**src/design/bisv_pkg.sv**
```systemverilog
// constants and types shared by the board interrupt and bus supervisor
package bisv_pkg;
  // clocks: reference 200 MHz, board system clock 25 MHz
  localparam int REF_CLK_PERIOD_PS = 5000;
  localparam int SYS_CLK_PERIOD_PS = 40000;
  localparam int SYS_CLK_DIV = SYS_CLK_PERIOD_PS / REF_CLK_PERIOD_PS;
  localparam int DIV_W = $clog2(SYS_CLK_DIV);
  // bus monitor period after reset, in system clock cycles
  localparam int BMON_DEFAULT_CYCLES = 1024;
  localparam int BMON_W = 12;
  localparam logic [BMON_W-1:0] BMON_RST = BMON_W'(BMON_DEFAULT_CYCLES);
  // cache shield region is at most 32K bytes
  localparam int SHIELD_MAX_BYTES = 32768;
  localparam int SHIELD_MASK_W = $clog2(SHIELD_MAX_BYTES);
  // breakpoint control word: attribute value and enable bit
  localparam int BREAKPOINT_CONTROL_REG_ATTR_W = 8;
  localparam int BREAKPOINT_CONTROL_REG_EN_POS = 8;
  localparam int BREAKPOINT_CONTROL_REG_W = 9;
  // priority levels
  localparam logic [2:0] LVL_NONE = 3'h0;
  localparam logic [2:0] LVL_HOST = 3'h2;
  localparam logic [2:0] LVL_PARITY = 3'h5;
  localparam logic [2:0] LVL_NMI = 3'h7;
  // synchronised pin positions and their idle values after reset
  localparam int PIN_N = 6;
  localparam int PIN_ABORT_N = 0;
  localparam int PIN_BRK = 1;
  localparam int PIN_PARITY_N = 2;
  localparam int PIN_HREQ = 3;
  localparam int PIN_HACK = 4;
  localparam int PIN_SEL = 5;
  localparam logic [PIN_N-1:0] PIN_RST = 6'h05;
  typedef enum logic [0:0] {
    ROUTE_IRQ = 1'b0,
    ROUTE_SHIELD = 1'b1
  } bisv_route_t;
  typedef enum logic [1:0] {
    OWN_CPU = 2'b00,
    OWN_SERIAL_DMA_ENGINE = 2'b01,
    OWN_EXT = 2'b10
  } bisv_owner_t;
endpackage

```
**src/design/bisv_supervisor.sv**
```systemverilog
// board interrupt encoder, arbiter, breakpoint, bus monitor and watchdog
//
// Notes on behaviour
// - all interrupt requests merge into one active-low three-bit level output
// - abort button press raises non-maskable level 7
// - host break assert then release raises level 7 and sets host-NMI flag
// - breakpoint routed to interrupts raises level 7, sets breakpoint flag
// - every level 7 source is latched; host-NMI and breakpoint flags readable
// - parity failure on memory read drives maskable level 5
// - host request or acknowledge while selected raises maskable level 2
// - levels 5 and 2 are acknowledged by autovector
// - processor keeps bus grant while no other master needs the bus
// - bus never leaves processor during a locked sequence
// - serial DMA outranks the external bus request
// - at transfer start compare address and attributes, assert breakpoint
// - only the transfer start beat is compared, not burst beats
// - breakpoint acknowledge cycles get no answer; bus monitor ends them
// - unterminated cycles end with transfer error or internal bus fault
// - bus monitor period is 1K system clock cycles after reset
// - unanswered acknowledge on internally served level ends with error
// - watchdog off after reset; once enabled, resets unless serviced
// - shield routing inhibits caching of matching line reads, region <=32K
// - breakpoint serves interrupt or shield, selected by one routing input
module bisv_supervisor
  import bisv_pkg::*;
#(
  parameter int WDOG_TIMEOUT = 65536,
  parameter logic [7:0] INT_LEVEL_MASK = 8'hA4
) (
  // clock and reset
  input wire logic ref_clk_i,
  input wire logic rst_i,
  // board pins, asynchronous
  input wire logic abort_n_i,
  input wire logic host_break_line_i,
  input wire logic parity_fail_n_i,
  input wire logic host_req_i,
  input wire logic host_ack_i,
  input wire logic board_sel_i,
  // interrupt control and status
  input wire logic [2:0] internal_irq_level_i,
  input wire logic level5_en_i,
  input wire logic level2_en_i,
  input wire logic l7_clear_i,
  input wire logic bkpt_route_i,
  output logic [2:0] encoded_irq_level_n_o,
  output logic host_nmi_flag_n_o,
  output logic brkpoint_int_flag_n_o,
  output logic autovector_o,
  // processor bus cycle
  input wire logic transfer_start_n_i,
  input wire logic [31:0] addr_i,
  input wire logic [BREAKPOINT_CONTROL_REG_ATTR_W-1:0] attr_i,
  input wire logic iack_cycle_i,
  input wire logic bkpt_ack_cycle_i,
  input wire logic [2:0] iack_level_i,
  input wire logic transfer_ack_n_i,
  output logic transfer_error_n_o,
  // internal master cycle
  input wire logic int_cycle_start_i,
  input wire logic internal_size_ack_n_i,
  output logic internal_bus_fault_n_o,
  // breakpoint
  input wire logic [31:0] breakpoint_address_reg_i,
  input wire logic [SHIELD_MASK_W-1:0] breakpoint_mask_i,
  input wire logic [BREAKPOINT_CONTROL_REG_W-1:0] breakpoint_control_reg_i,
  output logic breakpoint_out_n_o,
  output logic cache_inhibit_in_n_o,
  // bus monitor programming
  input wire logic [BMON_W-1:0] bmon_limit_i,
  input wire logic bmon_load_i,
  // arbitration
  input wire logic lock_n_i,
  input wire logic serial_dma_req_i,
  input wire logic bus_request_n_i,
  output logic bus_grant_n_o,
  output logic serial_dma_grant_o,
  output logic ext_grant_n_o,
  // software watchdog
  input wire logic wdog_enable_i,
  input wire logic wdog_service_i,
  output logic wdog_reset_o
);
  localparam int WDOG_W = $clog2(WDOG_TIMEOUT + 1);

  if (WDOG_TIMEOUT < 2) begin : g_chk
    $error("WDOG_TIMEOUT must be at least 2");
  end

  function automatic logic [2:0] max_lvl(input logic [2:0] a,
                                         input logic [2:0] b);
    max_lvl = (a > b) ? a : b;
  endfunction

  // pin synchronisers
  logic [PIN_N-1:0] pin_meta;
  logic [PIN_N-1:0] pin_sync;
  logic [PIN_N-1:0] pin_prev;
  always_ff @(posedge ref_clk_i or posedge rst_i) begin
    if (rst_i) begin
      pin_meta <= PIN_RST;
      pin_sync <= PIN_RST;
      pin_prev <= PIN_RST;
    end else begin
      pin_meta <= {board_sel_i, host_ack_i, host_req_i, parity_fail_n_i,
                   host_break_line_i, abort_n_i};
      pin_sync <= pin_meta;
      pin_prev <= pin_sync;
    end
  end

  // interrupt sources, breakpoint and level encoding
  logic ts;
  logic bkpt_hit;
  logic abort_flag, next_abort_flag;
  logic hnmi_flag, next_hnmi_flag;
  logic brkpoint_int_flag_flag, next_brkpoint_int_flag_flag;
  logic [2:0] irq_level, next_irq_level;
  logic bkpt_q, next_bkpt_q;
  logic l7_any;
  assign ts = ~transfer_start_n_i;
  assign l7_any = abort_flag | hnmi_flag | brkpoint_int_flag_flag;

  always_comb begin
    logic [31:0] care;
    logic abort_press;
    logic brk_release;
    logic [2:0] lvl;
    care = ~{{(32-SHIELD_MASK_W){1'b0}}, breakpoint_mask_i};
    abort_press = pin_prev[PIN_ABORT_N] & ~pin_sync[PIN_ABORT_N];
    brk_release = pin_prev[PIN_BRK] & ~pin_sync[PIN_BRK];
    // only the start beat is looked at; burst beats carry no start
    bkpt_hit = ts & breakpoint_control_reg_i[BREAKPOINT_CONTROL_REG_EN_POS]
      & ((addr_i & care) == (breakpoint_address_reg_i & care))
      & (attr_i == breakpoint_control_reg_i[BREAKPOINT_CONTROL_REG_ATTR_W-1:0]);
    next_bkpt_q = bkpt_hit;
    // a new event outweighs a clear in the same cycle
    next_abort_flag = (abort_flag & ~l7_clear_i) | abort_press;
    next_hnmi_flag = (hnmi_flag & ~l7_clear_i) | brk_release;
    next_brkpoint_int_flag_flag = (brkpoint_int_flag_flag & ~l7_clear_i)
      | (bkpt_hit & (bkpt_route_i == ROUTE_IRQ));
    lvl = internal_irq_level_i;
    if (level5_en_i && !pin_sync[PIN_PARITY_N]) begin
      lvl = max_lvl(lvl, LVL_PARITY);
    end
    if (level2_en_i && pin_sync[PIN_SEL]
        && (pin_sync[PIN_HREQ] || pin_sync[PIN_HACK])) begin
      lvl = max_lvl(lvl, LVL_HOST);
    end
    if (l7_any) begin
      lvl = LVL_NMI;
    end
    next_irq_level = lvl;
  end

  always_ff @(posedge ref_clk_i or posedge rst_i) begin
    if (rst_i) begin
      abort_flag <= 1'b0;
      hnmi_flag <= 1'b0;
      brkpoint_int_flag_flag <= 1'b0;
      irq_level <= LVL_NONE;
      bkpt_q <= 1'b0;
    end else begin
      abort_flag <= next_abort_flag;
      hnmi_flag <= next_hnmi_flag;
      brkpoint_int_flag_flag <= next_brkpoint_int_flag_flag;
      irq_level <= next_irq_level;
      bkpt_q <= next_bkpt_q;
    end
  end

  assign encoded_irq_level_n_o = ~irq_level;
  assign host_nmi_flag_n_o = ~hnmi_flag;
  assign brkpoint_int_flag_n_o = ~brkpoint_int_flag_flag;
  assign breakpoint_out_n_o = ~bkpt_q;
  assign cache_inhibit_in_n_o =
    ~(bkpt_q & (bkpt_route_i == ROUTE_SHIELD));

  // system clock divider and bus monitor
  logic [DIV_W-1:0] div_cnt, next_div_cnt;
  logic sys_tick;
  logic cyc_cpu, next_cyc_cpu;
  logic cyc_int, next_cyc_int;
  logic [BMON_W-1:0] bmon_cnt, next_bmon_cnt;
  logic [BMON_W-1:0] bmon_limit, next_bmon_limit;
  logic tea, next_tea;
  logic internal_bus_fault, next_internal_bus_fault;
  logic autovec, next_autovec;
  assign sys_tick = (div_cnt == DIV_W'(SYS_CLK_DIV - 1));

  always_comb begin
    logic expire;
    logic served;
    served = INT_LEVEL_MASK[iack_level_i];
    expire = sys_tick && (bmon_cnt + 1'b1 >= bmon_limit);
    next_div_cnt = sys_tick ? '0 : div_cnt + 1'b1;
    next_bmon_limit = bmon_load_i ? bmon_limit_i : bmon_limit;
    next_cyc_cpu = cyc_cpu;
    next_cyc_int = cyc_int;
    next_bmon_cnt = bmon_cnt;
    next_tea = 1'b0;
    next_internal_bus_fault = 1'b0;
    next_autovec = 1'b0;
    if ((cyc_cpu || cyc_int) && sys_tick) begin
      next_bmon_cnt = bmon_cnt + 1'b1;
    end
    if (cyc_cpu && expire) begin
      next_tea = 1'b1;
      next_cyc_cpu = 1'b0;
    end
    if (cyc_int && expire) begin
      next_internal_bus_fault = 1'b1;
      next_cyc_int = 1'b0;
    end
    if (cyc_cpu && !transfer_ack_n_i) begin
      next_cyc_cpu = 1'b0;
    end
    if (cyc_int && !internal_size_ack_n_i) begin
      next_cyc_int = 1'b0;
    end
    if (ts) begin
      // a breakpoint acknowledge is left open for the monitor to end
      next_cyc_cpu = 1'b1;
      next_bmon_cnt = '0;
      if (iack_cycle_i && !bkpt_ack_cycle_i && served) begin
        if (iack_level_i == irq_level) begin
          next_autovec = 1'b1;
        end else begin
          next_tea = 1'b1;
        end
        next_cyc_cpu = 1'b0;
      end
    end
    if (int_cycle_start_i) begin
      next_cyc_int = 1'b1;
      next_bmon_cnt = '0;
    end
  end

  always_ff @(posedge ref_clk_i or posedge rst_i) begin
    if (rst_i) begin
      div_cnt <= '0;
      cyc_cpu <= 1'b0;
      cyc_int <= 1'b0;
      bmon_cnt <= '0;
      bmon_limit <= BMON_RST;
      tea <= 1'b0;
      internal_bus_fault <= 1'b0;
      autovec <= 1'b0;
    end else begin
      div_cnt <= next_div_cnt;
      cyc_cpu <= next_cyc_cpu;
      cyc_int <= next_cyc_int;
      bmon_cnt <= next_bmon_cnt;
      bmon_limit <= next_bmon_limit;
      tea <= next_tea;
      internal_bus_fault <= next_internal_bus_fault;
      autovec <= next_autovec;
    end
  end

  assign transfer_error_n_o = ~tea;
  assign internal_bus_fault_n_o = ~internal_bus_fault;
  assign autovector_o = autovec;

  // arbiter: parks the bus on the processor
  bisv_owner_t owner, next_owner;
  always_comb begin
    logic can_switch;
    can_switch = lock_n_i && !cyc_cpu && !ts;
    next_owner = owner;
    if (owner == OWN_CPU) begin
      if (can_switch && serial_dma_req_i) begin
        next_owner = OWN_SERIAL_DMA_ENGINE;
      end else if (can_switch && !bus_request_n_i) begin
        next_owner = OWN_EXT;
      end
    end else if (!serial_dma_req_i && bus_request_n_i) begin
      next_owner = OWN_CPU;
    end else if (serial_dma_req_i) begin
      // dma outranks a waiting external master even mid-tenure
      next_owner = OWN_SERIAL_DMA_ENGINE;
    end else begin
      next_owner = OWN_EXT;
    end
  end

  always_ff @(posedge ref_clk_i or posedge rst_i) begin
    if (rst_i) begin
      owner <= OWN_CPU;
    end else begin
      owner <= next_owner;
    end
  end

  assign bus_grant_n_o = (owner != OWN_CPU);
  assign serial_dma_grant_o = (owner == OWN_SERIAL_DMA_ENGINE);
  assign ext_grant_n_o = (owner != OWN_EXT);

  // software watchdog, one-way enable until reset
  logic wdog_en, next_wdog_en;
  logic [WDOG_W-1:0] wdog_cnt, next_wdog_cnt;
  logic wdog_rst, next_wdog_rst;
  always_comb begin
    next_wdog_en = wdog_en | wdog_enable_i;
    next_wdog_cnt = wdog_cnt;
    next_wdog_rst = 1'b0;
    if (!wdog_en || wdog_service_i) begin
      next_wdog_cnt = '0;
    end else if (wdog_cnt == WDOG_W'(WDOG_TIMEOUT - 1)) begin
      next_wdog_rst = 1'b1;
      next_wdog_cnt = '0;
    end else begin
      next_wdog_cnt = wdog_cnt + 1'b1;
    end
  end

  always_ff @(posedge ref_clk_i or posedge rst_i) begin
    if (rst_i) begin
      wdog_en <= 1'b0;
      wdog_cnt <= '0;
      wdog_rst <= 1'b0;
    end else begin
      wdog_en <= next_wdog_en;
      wdog_cnt <= next_wdog_cnt;
      wdog_rst <= next_wdog_rst;
    end
  end

  assign wdog_reset_o = wdog_rst;
endmodule

```
**config.mk**
```make
export PLATFORM = sky130hd
export DESIGN_NAME = bisv_supervisor
export DESIGN_NICKNAME = d
export VERILOG_FILES = /design/src/design/bisv_pkg.sv /design/src/design/bisv_supervisor.sv
export SDC_FILE = /design/constraint.sdc
export NUM_CORES = 1
export LEC_CHECK = 0
export BUFFER_PORTS_ARGS = -buffer_cell sky130_fd_sc_hd__buf_2
export CORE_AREA = 5 5 92 94
export CTS_CLUSTER_DIAMETER = 40
export DETAILED_ROUTE_END_ITERATION = 10
export DIE_AREA = 0 0 97 99
export PLACE_DENSITY = 0.95
export SLEW_MARGIN = 30
export SYNTH_ARGS = -nofsm -noshare
export SYNTH_HDL_FRONTEND = slang
export SYNTH_SLANG_ARGS = --single-unit
```
**constraint.sdc**
```tcl
create_clock -name ref_clk_i -period 6 [get_ports ref_clk_i]
set_clock_uncertainty 0.1 [all_clocks]
set_input_delay 0.3 -clock ref_clk_i [delete_from_list [all_inputs] [get_ports ref_clk_i]]
set_output_delay 0.3 -clock ref_clk_i [all_outputs]
set_load 0.02 [all_outputs]
```
# ---- Yosys cells after proc, flatten, opt, wreduce, memory -nomap -nowiden
# Memories as Yosys holds them, arrays and structs flattened.
# Index checks and enable logic that the tools add are counted.
dict set report totals {
  register_bits 74
  rom_bits 8
  input_bits 138
  out_inout_bits 14
  word_cells 133
  mem_count 1
}
dict set report classes {
  add_sub_neg 3
  n_lt_le_gt_ge 4
  n_eq_ne 10
  n_mux 34
  bitwise 31
  reduce_logical 30
}
# memory words word_bits rd rd_ports_with_merged_regs write_ports line
set memory_table {}
lappend memory_table {{(no name shown)} 8 1 1 0 0 bisv_supervisor.sv:194} ;# served = INT_LEVEL_MASK[iack_level_i];
# cell count
set op_table {}
lappend op_table {{$and 32x32->32} 2}
lappend op_table {{$mux 12} 3}
lappend op_table {{$mux 17} 2}
lappend op_table {{$eq 32x32->1} 1}
lappend op_table {{$not 15->32} 1}
lappend op_table {{$mux 1} 18}
lappend op_table {{$mux 3} 6}
lappend op_table {{$add 17x1->17 const B} 1}
lappend op_table {{$eq 17x16->1 const B} 1}
lappend op_table {{$logic_and 1x1->1} 16}
lappend op_table {{$add 12x1->12 const B} 1}
lappend op_table {{$ge 12x12->1} 1}
lappend op_table {{$not 1->1} 11}
lappend op_table {{$and 1x1->1} 10}
lappend op_table {{$mux 2} 5}
lappend op_table {{$ne 3x1->1 const B} 3}
lappend op_table {{$eq 8x8->1} 1}
lappend op_table {{$logic_not 1->1} 8}
lappend op_table {{$or 1x1->1} 6}
lappend op_table {{$lt 3x4->1 const B} 1}
lappend op_table {{$add 3x1->3 const B} 1}
lappend op_table {{$eq 3x3->1} 1}
lappend op_table {{$eq 3x3->1 const B} 1}
lappend op_table {{$gt 3x2->1 const B} 1}
lappend op_table {{other kinds (8)} 10}

# ---- Depth between registers and ports, before layout
# Gate-level depths: netlist of run 1.
dict set report depth {
  ltp_word 8
  ltp_mapped 11
  depth_no_buf 11
}

# ---- Worst setup path before layout of run 1
# Ideal clock, no wire load.
dict set report synth_timing {
  kind {register to register}
  startpoint {reg bmon_cnt[0]}
  endpoint {reg tea}
  setup_time_ns 0.126
  t_arrival_ns 2.640
  t_required_ns 5.774
  path_slack_ns 3.134
  stages_incl_launch_ff 12
  path_buffers 1
  period_less_slack_ns 2.866
  cell_sequence {dfrtp_1 > nand3_1 > or3_1 > buf_6 > nor2_1 > xor2_1 > ha_1 > a21o_1 > a21o_1 > a221o_1 > and3_1 > a311o_1}
}
dict set report synth_via {
  elab_chain_len 8
}
# element line
set synth_rtl {}
lappend synth_rtl {{from (decl)} bisv_supervisor.sv:184} ;# logic [BMON_W-1:0] bmon_cnt, next_bmon_cnt;
lappend synth_rtl {{from (signal assigned)} bisv_supervisor.sv:254} ;# bmon_cnt <= next_bmon_cnt;
lappend synth_rtl {{$add 12x1->12 *} bisv_supervisor.sv:195} ;# expire = sys_tick && (bmon_cnt + 1'b1 >= bmon_limit);
lappend synth_rtl {{$ge 12x12->1 *} bisv_supervisor.sv:195}
lappend synth_rtl {{$logic_and 1x1->1 *} bisv_supervisor.sv:195}
lappend synth_rtl {{$logic_and 1x1->1 *} bisv_supervisor.sv:207} ;# if (cyc_cpu && expire) begin
lappend synth_rtl {{$mux 1 *} bisv_supervisor.sv:207}
lappend synth_rtl {{$mux 1} bisv_supervisor.sv:226} ;# if (iack_level_i == irq_level) begin
lappend synth_rtl {{$mux 1} bisv_supervisor.sv:225} ;# if (iack_cycle_i && !bkpt_ack_cycle_i && served) begin
lappend synth_rtl {{$mux 1 *} bisv_supervisor.sv:221} ;# if (ts) begin
lappend synth_rtl {{net next_tea} bisv_supervisor.sv:186} ;# logic tea, next_tea;
lappend synth_rtl {{to (signal assigned)} bisv_supervisor.sv:256} ;# tea <= next_tea;
lappend synth_rtl {{to (decl)} bisv_supervisor.sv:186}
# The timed path passes the listed nets; every way through them passes the cells marked *.
# A chain may end at the register's enable or synchronous reset.

# ---- Final worst setup path of run 1
# Ends and elaborated chain as after synthesis.

==> results.cfg, run 1 <==
[outcome]
status = complete, no violations

[sta]
fmax_mhz = 310.2
rsz0062_at_grt = no
finalMaxSlewViolations = 0
tightest_slew_ns = 0.9058
relSlewSlack = 0.3921
final.setup.tns_ns = 0
setup_viol = 0
period_needed_ns = 3.224
final_hold_viol_count = 0
post-route-period-util = 0.5373

[setup_path]
crit_arrival_ns = 3.40
worst_setup_path_start_kind = flip-flop
rrSetupSlack_ns = 2.78
crit_type = flip-flop to flip-flop
r2r-start = bmon_cnt[0]$_DFFE_PP0P_
r2r_end = tea$_DFF_PP0_
required_ns = 6.18
end_kind = flip-flop
cp_max_fo = 5
worst_r2r_path_depth = 9

[detailed_routing]
firstDrtPassIters = 4
vias = 3287
wl_mm = 9.671
avgRoutedWirePerCell_um = 14.68
drtAntennaViolNets = 0
drc_errors = 0
dr.first_iter.drc_count = 106
vias_per_cell = 4.988

[place]
gp_congestion = 1.016
dp_cells = 636
dp_hpwl_mm = 7.779
port_buffers = 151

[global_route]
grtUsageMet3 = 0.06723
grtUsageMet2 = 0.3731
grt_overflow = 0
track_usage = 0.2089
first_global_vias = 3527
grt_pass1_wl_mm = 16.19
met1_usage = 0.2481
top_usage_layer = met2
antenna_found_initial = 0
grt_max_degree = 75

[synthesis]
postSynthCellCount = 389
synthTopCellsByArea = dfrtp_1 44%, xnor2_1 13%, ha_1 5.2%
synth_area_leader_cell = dfrtp_1
yosysUniqueCellTypes = 44
synth_warnings = 0
async_flop_share = 1.000
syn-num-nets = 543
yosys_most_used_dff = dfrtp_1
netlist_top_cells_count = 68 x dfrtp_1, 56 x xnor2_1, 36 x nor2_1
yosysMostFrequentCell = dfrtp_1
seq_area_frac_synth = 0.4801
syn-cell-area_mm2 = 0.003872
synth-edff-count = 0
syn_area_per_cell_um2 = 9.955
synth_top_area_share = 0.4394
synth-seq-cells = 74

[clocking]
cts_tree = done
htree_levels = 3
cts_root_buf = clkbuf_8
clock_latency_ns = 0.34
post_cts_buffers = 0
clk_pin_slew_ns = 0.07
numCtsBuffers = 9
numClockSinks = 74
cts_buffer_depth = 2
cts_resized = 0
hold_buffers = 7

[floorplanning]
std_cell_rows = 32
die_h_um = 99
core-area_mm2 = 0.007567
die_w_um = 97
die_area_mm2 = 0.009603
io-pin-count = 152
start_util = 0.5117

[pwr]
p_leak_nw = 2.456
power_frac_comb = 0.136
power_density_mw_per_mm2 = 225.9
internal_power_mw = 0.8732
ir_worst_vdd_mv = 0.2036
clkPwrFrac = 0.399
switching_share = 0.2332
switchingPower_mw = 0.2655
seqPwrFrac = 0.465

[layout]
n_fill_cell = 566
layout.cells.non_filler = 659
fin_nets = 706
multiInputGateArea_mm2 = 0.001867
regArea_mm2 = 0.001859
antenna_cells = 0
drive_above_1_share = 0.3285
area_growth_pct = 30.18

[flow_run]
maxCapViolCount = 0

[hold_path]
hp-class = input port to asynchronous set/reset pin
-- placed cells by master, fill, tap and decap left out, drive strengths merged, types with 4 or more instances in the layout --
| cell type | count |
|---|---|
| nand2 | 30 |
| buf | 152 |
| o22ai | 10 |
| clkbuf | 9 |
| nand3 | 12 |
| nand4 | 14 |
| clkinv | 4 |
| dfstp | 6 |
| nand2b | 5 |
| o21ai | 19 |
| a21oi | 11 |
| and3 | 5 |
| nor2 | 36 |
| nor3 | 9 |
| dlygate4sd3 | 7 |
| xor2 | 18 |
| ha | 16 |
| xnor2 | 56 |
| inv | 29 |
| or3 | 5 |
| dfrtp | 68 |
-- cells by family (layout without fill, tap and decap cells) --
family                   count (synthesis)  count (layout)  share of synthesized area
AO/OA/AOI/OAI                           54              54                    0.08562
buffers and inverters                   36             204                    0.03780
XOR/XNOR                                74              74                     0.1674
adder cells (fa/ha/maj)                 16              16                    0.05170
multiplexers                             1               1                   0.002908
flip-flops                              74              74                     0.4801
AND/OR/NAND/NOR                        134             134                     0.1745
-- power groups by stage --
stage	Sequential, mW	Clock, mW	Combinational (mW)
after floorplan	0.536	0	0.0791
after global placement	0.538	0	0.144
after detailed placement	0.539	0	0.151
after CTS	0.530	0.464	0.156
after global routing	0.532	0.492	0.173
final	0.530	0.454	0.155
-- worst max-delay path by stage --
stage               slack [ns]                   to                     from  cells after the start
finish                    2.78        tea$_DFF_PP0_  bmon_cnt[0]$_DFFE_PP0P_                      9
global route              2.53  cyc_int$_DFFE_PP0P_  bmon_cnt[0]$_DFFE_PP0P_                      9
CTS                       2.83  cyc_int$_DFFE_PP0P_  bmon_cnt[0]$_DFFE_PP0P_                      9
detailed placement        2.84  cyc_int$_DFFE_PP0P_  bmon_cnt[0]$_DFFE_PP0P_                      9
global placement          3.00        tea$_DFF_PP0_  bmon_cnt[0]$_DFFE_PP0P_                     10
floorplan                 3.13        tea$_DFF_PP0_  bmon_cnt[0]$_DFFE_PP0P_                     11
-- area by class of cell --
class | count | share of cell area
multi-input cells | 279 | 0.3703
repair buffers | 159 | 0.1660
clock buffers | 9 | 0.02457
well taps | 102 | 0.02532
flip-flops and latches | 74 | 0.3688
clock inverters | 7 | 0.02333
inverters | 29 | 0.02159
-- registers in the layout, indices dropped and copies added (netlist names), 2 cells and up --
signal / cells
bmon_cnt: 12
bmon_limit: 12
div_cnt: 3
irq_level: 3
owner: 2
pin_meta: 6
pin_prev: 2
pin_sync: 6
wdog_cnt: 17
-- worst max-delay path, stage by stage (launching register included) --
cell       delay, ns
dfrtp_1         0.43
ha_1            0.24
nand3_1         0.17
nor3_1          0.48
nand3_1         0.15
xnor2_1         0.15
ha_1            0.30
nand4_1         0.10
a2111oi_1       0.76
a311o_1         0.29
-- per-stage QoR --
step           worst slack (ns)  hold WS [ns]  power, mW  utilization  area (µm²)
2_1_floorplan             3.134        0.2045     0.6150            -        3872
3_3_place_gp              2.999        0.2315     0.6820       0.6245        4726
3_5_place_dp              2.838        0.2395     0.6902       0.6245        4726
4_1_cts                   2.828      0.009804      1.149       0.6657        5037
5_1_grt                   2.530      0.005361      1.197       0.6662        5041
6_report                  2.776      0.006944      1.139       0.6662        5041
-- layer usage --
metal,vias to the layer above,wire [µm]
li1,1647,-
met1,1544,3991
met2,87,5062
met3,9,530
met4,0,86
met5,-,0
(Power assumes the default switching activity.)
==> run 2, diff against run 1 <==
--- a/config.mk
+++ b/config.mk
@@ -6,11 +6,11 @@
 export NUM_CORES = 1
 export LEC_CHECK = 0
 export BUFFER_PORTS_ARGS = -buffer_cell sky130_fd_sc_hd__buf_2
-export CORE_AREA = 5 5 92 94
+export CORE_AREA = 5 5 100 102
 export CTS_CLUSTER_DIAMETER = 40
 export DETAILED_ROUTE_END_ITERATION = 10
-export DIE_AREA = 0 0 97 99
-export PLACE_DENSITY = 0.95
+export DIE_AREA = 0 0 105 107
+export PLACE_DENSITY = 0.87
 export SLEW_MARGIN = 30
 export SYNTH_ARGS = -nofsm -noshare
 export SYNTH_HDL_FRONTEND = slang
==> constraint.sdc (replaced) <==
create_clock -name ref_clk_i -period 2.7 [get_ports ref_clk_i]
set_clock_uncertainty 0.1 [all_clocks]
set_input_delay 0.135 -clock ref_clk_i [delete_from_list [all_inputs] [get_ports ref_clk_i]]
set_output_delay 0.135 -clock ref_clk_i [all_outputs]
set_load 0.02 [all_outputs]
==> results.cfg, run 2 (same netlist as run 1, synthesis figures left out) <==
[sta]
setup_viol = 2
fin_ws_ns = -0.06676
fmax_mhz = 361.4
period_needed_ns = 2.767
tightest_slew_ns = 0.7675
finalMaxSlewViolations = 0
rsz0062_at_grt = yes
final_hold_viol_count = 0
relSlewSlack = 0.4876
post-route-period-util = 1.025

[layout]
drive_above_1_share = 0.3541
antenna_cells = 0
final_cell_mix = 151 x buf_2, 68 x dfrtp_1, 55 x xnor2_1
final_common_cell = buf_2
n_fill_cell = 720
regArea_mm2 = 0.001859
area_growth_pct = 45.40
top_register = wdog_cnt
layout.cells.non_filler = 721
largest_register_ffs = 17
top_regs = wdog_cnt x17, bmon_cnt x12, bmon_limit x12
post-route-util = 0.6241
fin_nets = 759
multiInputGateArea_mm2 = 0.001932

[clocking]
clock_latency_ns = 0.35
htree_levels = 3
cts_tree = done
cts_buffer_depth = 2
numCtsBuffers = 9
clk_pin_slew_ns = 0.08
cts_root_buf = clkbuf_8
numClockSinks = 74

[setup_path]
cp_common_cell = a21o_1
r2r_end = tea$_DFF_PP0_
critPathMaxStageDelay_ns = 0.41
required_ns = 2.84
crit_chain = nand3_2, or3_4, nor2_4, xor2_1, ha_1, a21o_1, a21o_1, a221o_1, and3_1, a311o_1
worst_r2r_path_depth = 10
critPathSlowestCell = or3_4
end_kind = flip-flop
critical_path.top_delay_family = compound AO/OA/AOI/OAI gates
rrSetupSlack_ns = -0.07
crit_type = flip-flop to flip-flop
crit_arrival_ns = 2.90
critical_path.n_buffers_inverters = 0
cp_max_fo = 3
worst_setup_path_start_kind = flip-flop
r2r-start = bmon_cnt[0]$_DFFE_PP0P_

[global_route]
antenna_found_initial = 0
grt_pass1_wl_mm = 17.60
grt_overflow = 0
grt_max_degree = 39
first_global_vias = 3847
track_usage = 0.1924

[floorplanning]
start_util = 0.4293
core-area_mm2 = 0.009021
io-pin-count = 152
die_area_mm2 = 0.01124
die_w_um = 105
std_cell_rows = 35
die_h_um = 107

[detailed_routing]
avgRoutedWirePerCell_um = 14.75
drtAntennaViolNets = 0
drc_errors = 0
dr.first_iter.drc_count = 140
vias = 3532
vias_per_cell = 4.899
firstDrtPassIters = 4
wl_mm = 10.64

[place]
pre_cts_ws_ns = -0.1678
dp_hpwl_mm = 7.781
dp_cells = 662
gp_congestion = 0.9102
port_buffers = 151

[hold_path]
min_from = bmon_load_i
whs_path_depth = 3
hp-class = input port to flip-flop
whs_endpoint = bmon_limit[10]$_DFFE_PP1P_

[pwr]
power_density_mw_per_mm2 = 482.9
p_leak_nw = 2.751
ir_worst_vdd_mv = 0.3728

[flow_run]
maxCapViolCount = 0

[outcome]
violations = negative setup slack
status = finished, violations left
## run 2: changes by cell type in the layout (fill, tap and decap cells not counted), sizes merged
cell and delta:
clkinv -3, inv +2, buf +23, bufinv +1, dlygate4sd3 +30
## run 2: timing repair
action	in CTS	in global routing
buffers inserted	4	2
resized for setup	3	6
hold endpoints to repair	64	0
hold buffers	37	0
pin swaps	8	2
endpoints found under the setup margin	4	4
## run 2: routing by layer
layer / global-route usage / wire (µm) / up-vias / share of wire
met5: 0 / 0 / - / 0
met1: 0.2200 / 4265 / 1685 / 0.40
met2: 0.3534 / 5748 / 81 / 0.54
li1: - / - / 1747 / -
met4: 0.04840 / 146 / 0 / 0.014
met3: 0.05298 / 476 / 19 / 0.045
## run 2: per-stage QoR
| step | cell area (µm²) | hold WS [ns] | TNS [ns] | total power [mW] |
|---|---|---|---|---|
| after floorplan | 3890 | 0.03948 | -0.05890 | 1.367 |
| after global placement | 4895 | 0.1412 | -0.01586 | 1.518 |
| after detailed placement | 4895 | 0.1412 | -0.4602 | 1.534 |
| after CTS | 5580 | 0.01338 | -0.07066 | 2.735 |
| after global routing | 5630 | 0.07400 | -0.4191 | 2.847 |
| final | 5630 | 0.06474 | -0.08780 | 2.719 |
## run 2: power breakdown
| part | internal (mW) | switching (mW) | total, mW |
|---|---|---|---|
| logic | 0.207 | 0.178 | 0.384 |
| registers | 1.15 | 0.0236 | 1.18 |
| clock network | 0.718 | 0.439 | 1.16 |
## run 2: worst register-to-register path, cell delays in order (launching register included)
cell	delay (ns)
dfrtp_1	0.39
nand3_2	0.10
or3_4	0.41
nor2_4	0.09
xor2_1	0.16
ha_1	0.27
a21o_1	0.19
a21o_1	0.18
a221o_1	0.35
and3_1	0.16
a311o_1	0.27
## run 2: cell type report
class                   instances  share of cell area
multi-input cells             279              0.3431
clock buffers                   9             0.02200
repair buffers                212              0.2342
inverters                      29             0.01933
clock inverters                 7             0.02644
flip-flops and latches         74              0.3302
well taps                     111             0.02467
## run 2: worst max path at each step
stage	start	endpoint	slack, ns	cells past startpoint
after floorplan	bmon_cnt[0]$_DFFE_PP0P_	tea$_DFF_PP0_	-0.06	11
after global placement	bmon_cnt[1]$_DFFE_PP0P_	tea$_DFF_PP0_	-0.02	10
after detailed placement	bmon_cnt[0]$_DFFE_PP0P_	tea$_DFF_PP0_	-0.17	11
after CTS	bmon_cnt[0]$_DFFE_PP0P_	tea$_DFF_PP0_	-0.06	10
after global routing	bmon_cnt[0]$_DFFE_PP0P_	tea$_DFF_PP0_	-0.17	12
final	bmon_cnt[0]$_DFFE_PP0P_	tea$_DFF_PP0_	-0.07	10
==> run 3, diff against run 2 <==
--- a/config.mk
+++ b/config.mk
@@ -10,6 +10,7 @@
 export CTS_CLUSTER_DIAMETER = 40
 export DETAILED_ROUTE_END_ITERATION = 10
 export DIE_AREA = 0 0 105 107
+export MAX_ROUTING_LAYER = met4
 export PLACE_DENSITY = 0.87
 export SLEW_MARGIN = 30
 export SYNTH_ARGS = -nofsm -noshare
==> results.cfg, run 3 (same netlist as run 1, synthesis figures left out) <==
[floorplanning]
start_util = 0.4293
die_h_um = 107
io-pin-count = 152
core-area_mm2 = 0.009021
die_area_mm2 = 0.01124
std_cell_rows = 35
die_w_um = 105

[layout]
top_regs = wdog_cnt x17, bmon_cnt x12, bmon_limit x12
final_common_cell = buf_2
largest_register_ffs = 17
area_growth_pct = 45.40
final_cell_mix = 151 x buf_2, 68 x dfrtp_1, 55 x xnor2_1
design_area_mm2 = 0.005630
fin_nets = 759
antenna_cells = 0
drive_above_1_share = 0.3541
top_register = wdog_cnt

[hold_path]
min_from = bmon_load_i
hp-class = input port to flip-flop
whs_endpoint = bmon_limit[10]$_DFFE_PP1P_
whs_path_depth = 3

[pwr]
switching_share = 0.2366
ir_worst_vdd_mv = 0.3739
seqPwrFrac = 0.432
power_frac_comb = 0.141
switchingPower_mw = 0.6439
p_leak_nw = 2.751
clkPwrFrac = 0.426
internal_power_mw = 2.078
power_density_mw_per_mm2 = 483.4
power_mw = 2.722

[setup_path]
r2r-start = bmon_cnt[0]$_DFFE_PP0P_
r2r_end = tea$_DFF_PP0_
critPathSlowestCell = or3_4
cp_common_cell = a21o_1
end_kind = flip-flop
critPathLaunch = bmon_cnt[0]$_DFFE_PP0P_
worst_setup_path_start_kind = flip-flop
required_ns = 2.84
critical_path.top_delay_family = compound AO/OA/AOI/OAI gates
crit_type = flip-flop to flip-flop
rrSetupSlack_ns = -0.08
cp_max_fo = 3
critPathMaxStageDelay_ns = 0.41
critical_path.n_buffers_inverters = 0
crit_arrival_ns = 2.92
worst_r2r_path_depth = 10
crit_chain = nand3_2, or3_4, nor2_4, xor2_1, ha_1, a21o_1, a21o_1, a221o_1, and3_1, a311o_1

[clocking]
cts_buffer_depth = 2
htree_levels = 3
clock_latency_ns = 0.36
numClockSinks = 74
cts_root_buf = clkbuf_8
numCtsBuffers = 9
clk_pin_slew_ns = 0.08
cts_tree = done

[detailed_routing]
firstDrtPassIters = 4
dr.first_iter.drc_count = 153
vias = 3546
vias_per_cell = 4.918
drc_errors = 0
avgRoutedWirePerCell_um = 14.82
wl_mm = 10.68
drtAntennaViolNets = 0

[place]
port_buffers = 151
dp_hpwl_mm = 7.781
pre_cts_ws_ns = -0.1678
placed_area_mm2 = 0.004895
gp_congestion = 0.9260

[sta]
tightest_slew_ns = 0.7662
period_needed_ns = 2.780
relSlewSlack = 0.4885
post-route-period-util = 1.029
final_hold_viol_count = 0
fmax_mhz = 359.8
rsz0062_at_grt = yes
fin_ws_ns = -0.07961
setup_viol = 2
finalMaxSlewViolations = 0

[global_route]
grt_max_degree = 39
antenna_found_initial = 0
track_usage = 0.1972
first_global_vias = 3846
grt_pass1_wl_mm = 17.55
grt_overflow = 0

[flow_run]
maxCapViolCount = 0

[outcome]
status = finished, violations left
violations = negative setup slack
==> run 3: cell counts in the layout (fill, tap and decap cells not counted) <==
No cell type changed its count.
==> run 3: per-layer routing <==
layer	up-vias	global-route usage	routed length, µm
met2	81	0.3530	5769
met1	1701	0.2196	4302
met5	-	-	0
met3	19	0.05178	467
li1	1745	-	-
met4	0	0.04840	144
==> run 3: power groups by stage <==
stage / Combinational (mW) / Clock (mW) / Sequential, mW
2_1_floorplan: 0.176 / 0 / 1.19
3_3_place_gp: 0.323 / 0 / 1.20
3_5_place_dp: 0.336 / 0 / 1.20
4_1_cts: 0.380 / 1.18 / 1.18
5_1_grt: 0.429 / 1.23 / 1.18
6_report: 0.385 / 1.16 / 1.18
==> run 3: how the worst max path moves through the flow <==
stage	to	slack, ns	cells after the start
after floorplan	tea$_DFF_PP0_	-0.06	11
after global placement	tea$_DFF_PP0_	-0.02	10
after detailed placement	tea$_DFF_PP0_	-0.17	11
after CTS	tea$_DFF_PP0_	-0.06	10
after global routing	tea$_DFF_PP0_	-0.17	12
final	tea$_DFF_PP0_	-0.08	10
==> run 3: worst reg2reg max path: cells and delay by family, from the launching register on <==
family,cells,cell delay (ns)
XOR/XNOR,1,0.16
AO/OA/AOI/OAI,4,0.99
adder cells (fa/ha/maj),1,0.27
flip-flops,1,0.39
AND/OR/NAND/NOR,4,0.76
==> run 3: through the flow <==
stage | hold slack (ns) | setup TNS [ns] | utilization | std cells
finish | 0.06412 | -0.1057 | 0.6241 | 721
global placement | 0.1412 | -0.01586 | 0.5426 | 662
CTS | 0.01338 | -0.07066 | 0.6186 | 719
floorplan | 0.03948 | -0.05890 | - | 389
global route | 0.07402 | -0.4195 | 0.6241 | 721
detailed placement | 0.1412 | -0.4602 | 0.5426 | 662
==> run 3: area by class of cell <==
cell class	count	area, µm²
fill	720	3391
multi-input combinational	279	1932
sequential	74	1859
timing repair buffer	212	1319
clock inverter	7	148.9
tap	111	138.9
clock buffer	9	123.9
inverter	29	108.9
==> run 3: repair_timing <==
action,4_1_cts,5_1_grt
buffers inserted,4,2
resized for setup,3,6
setup endpoints to repair,4,4
endpoints found under the hold margin,64,0
hold buffers,37,0
pin swaps,8,2
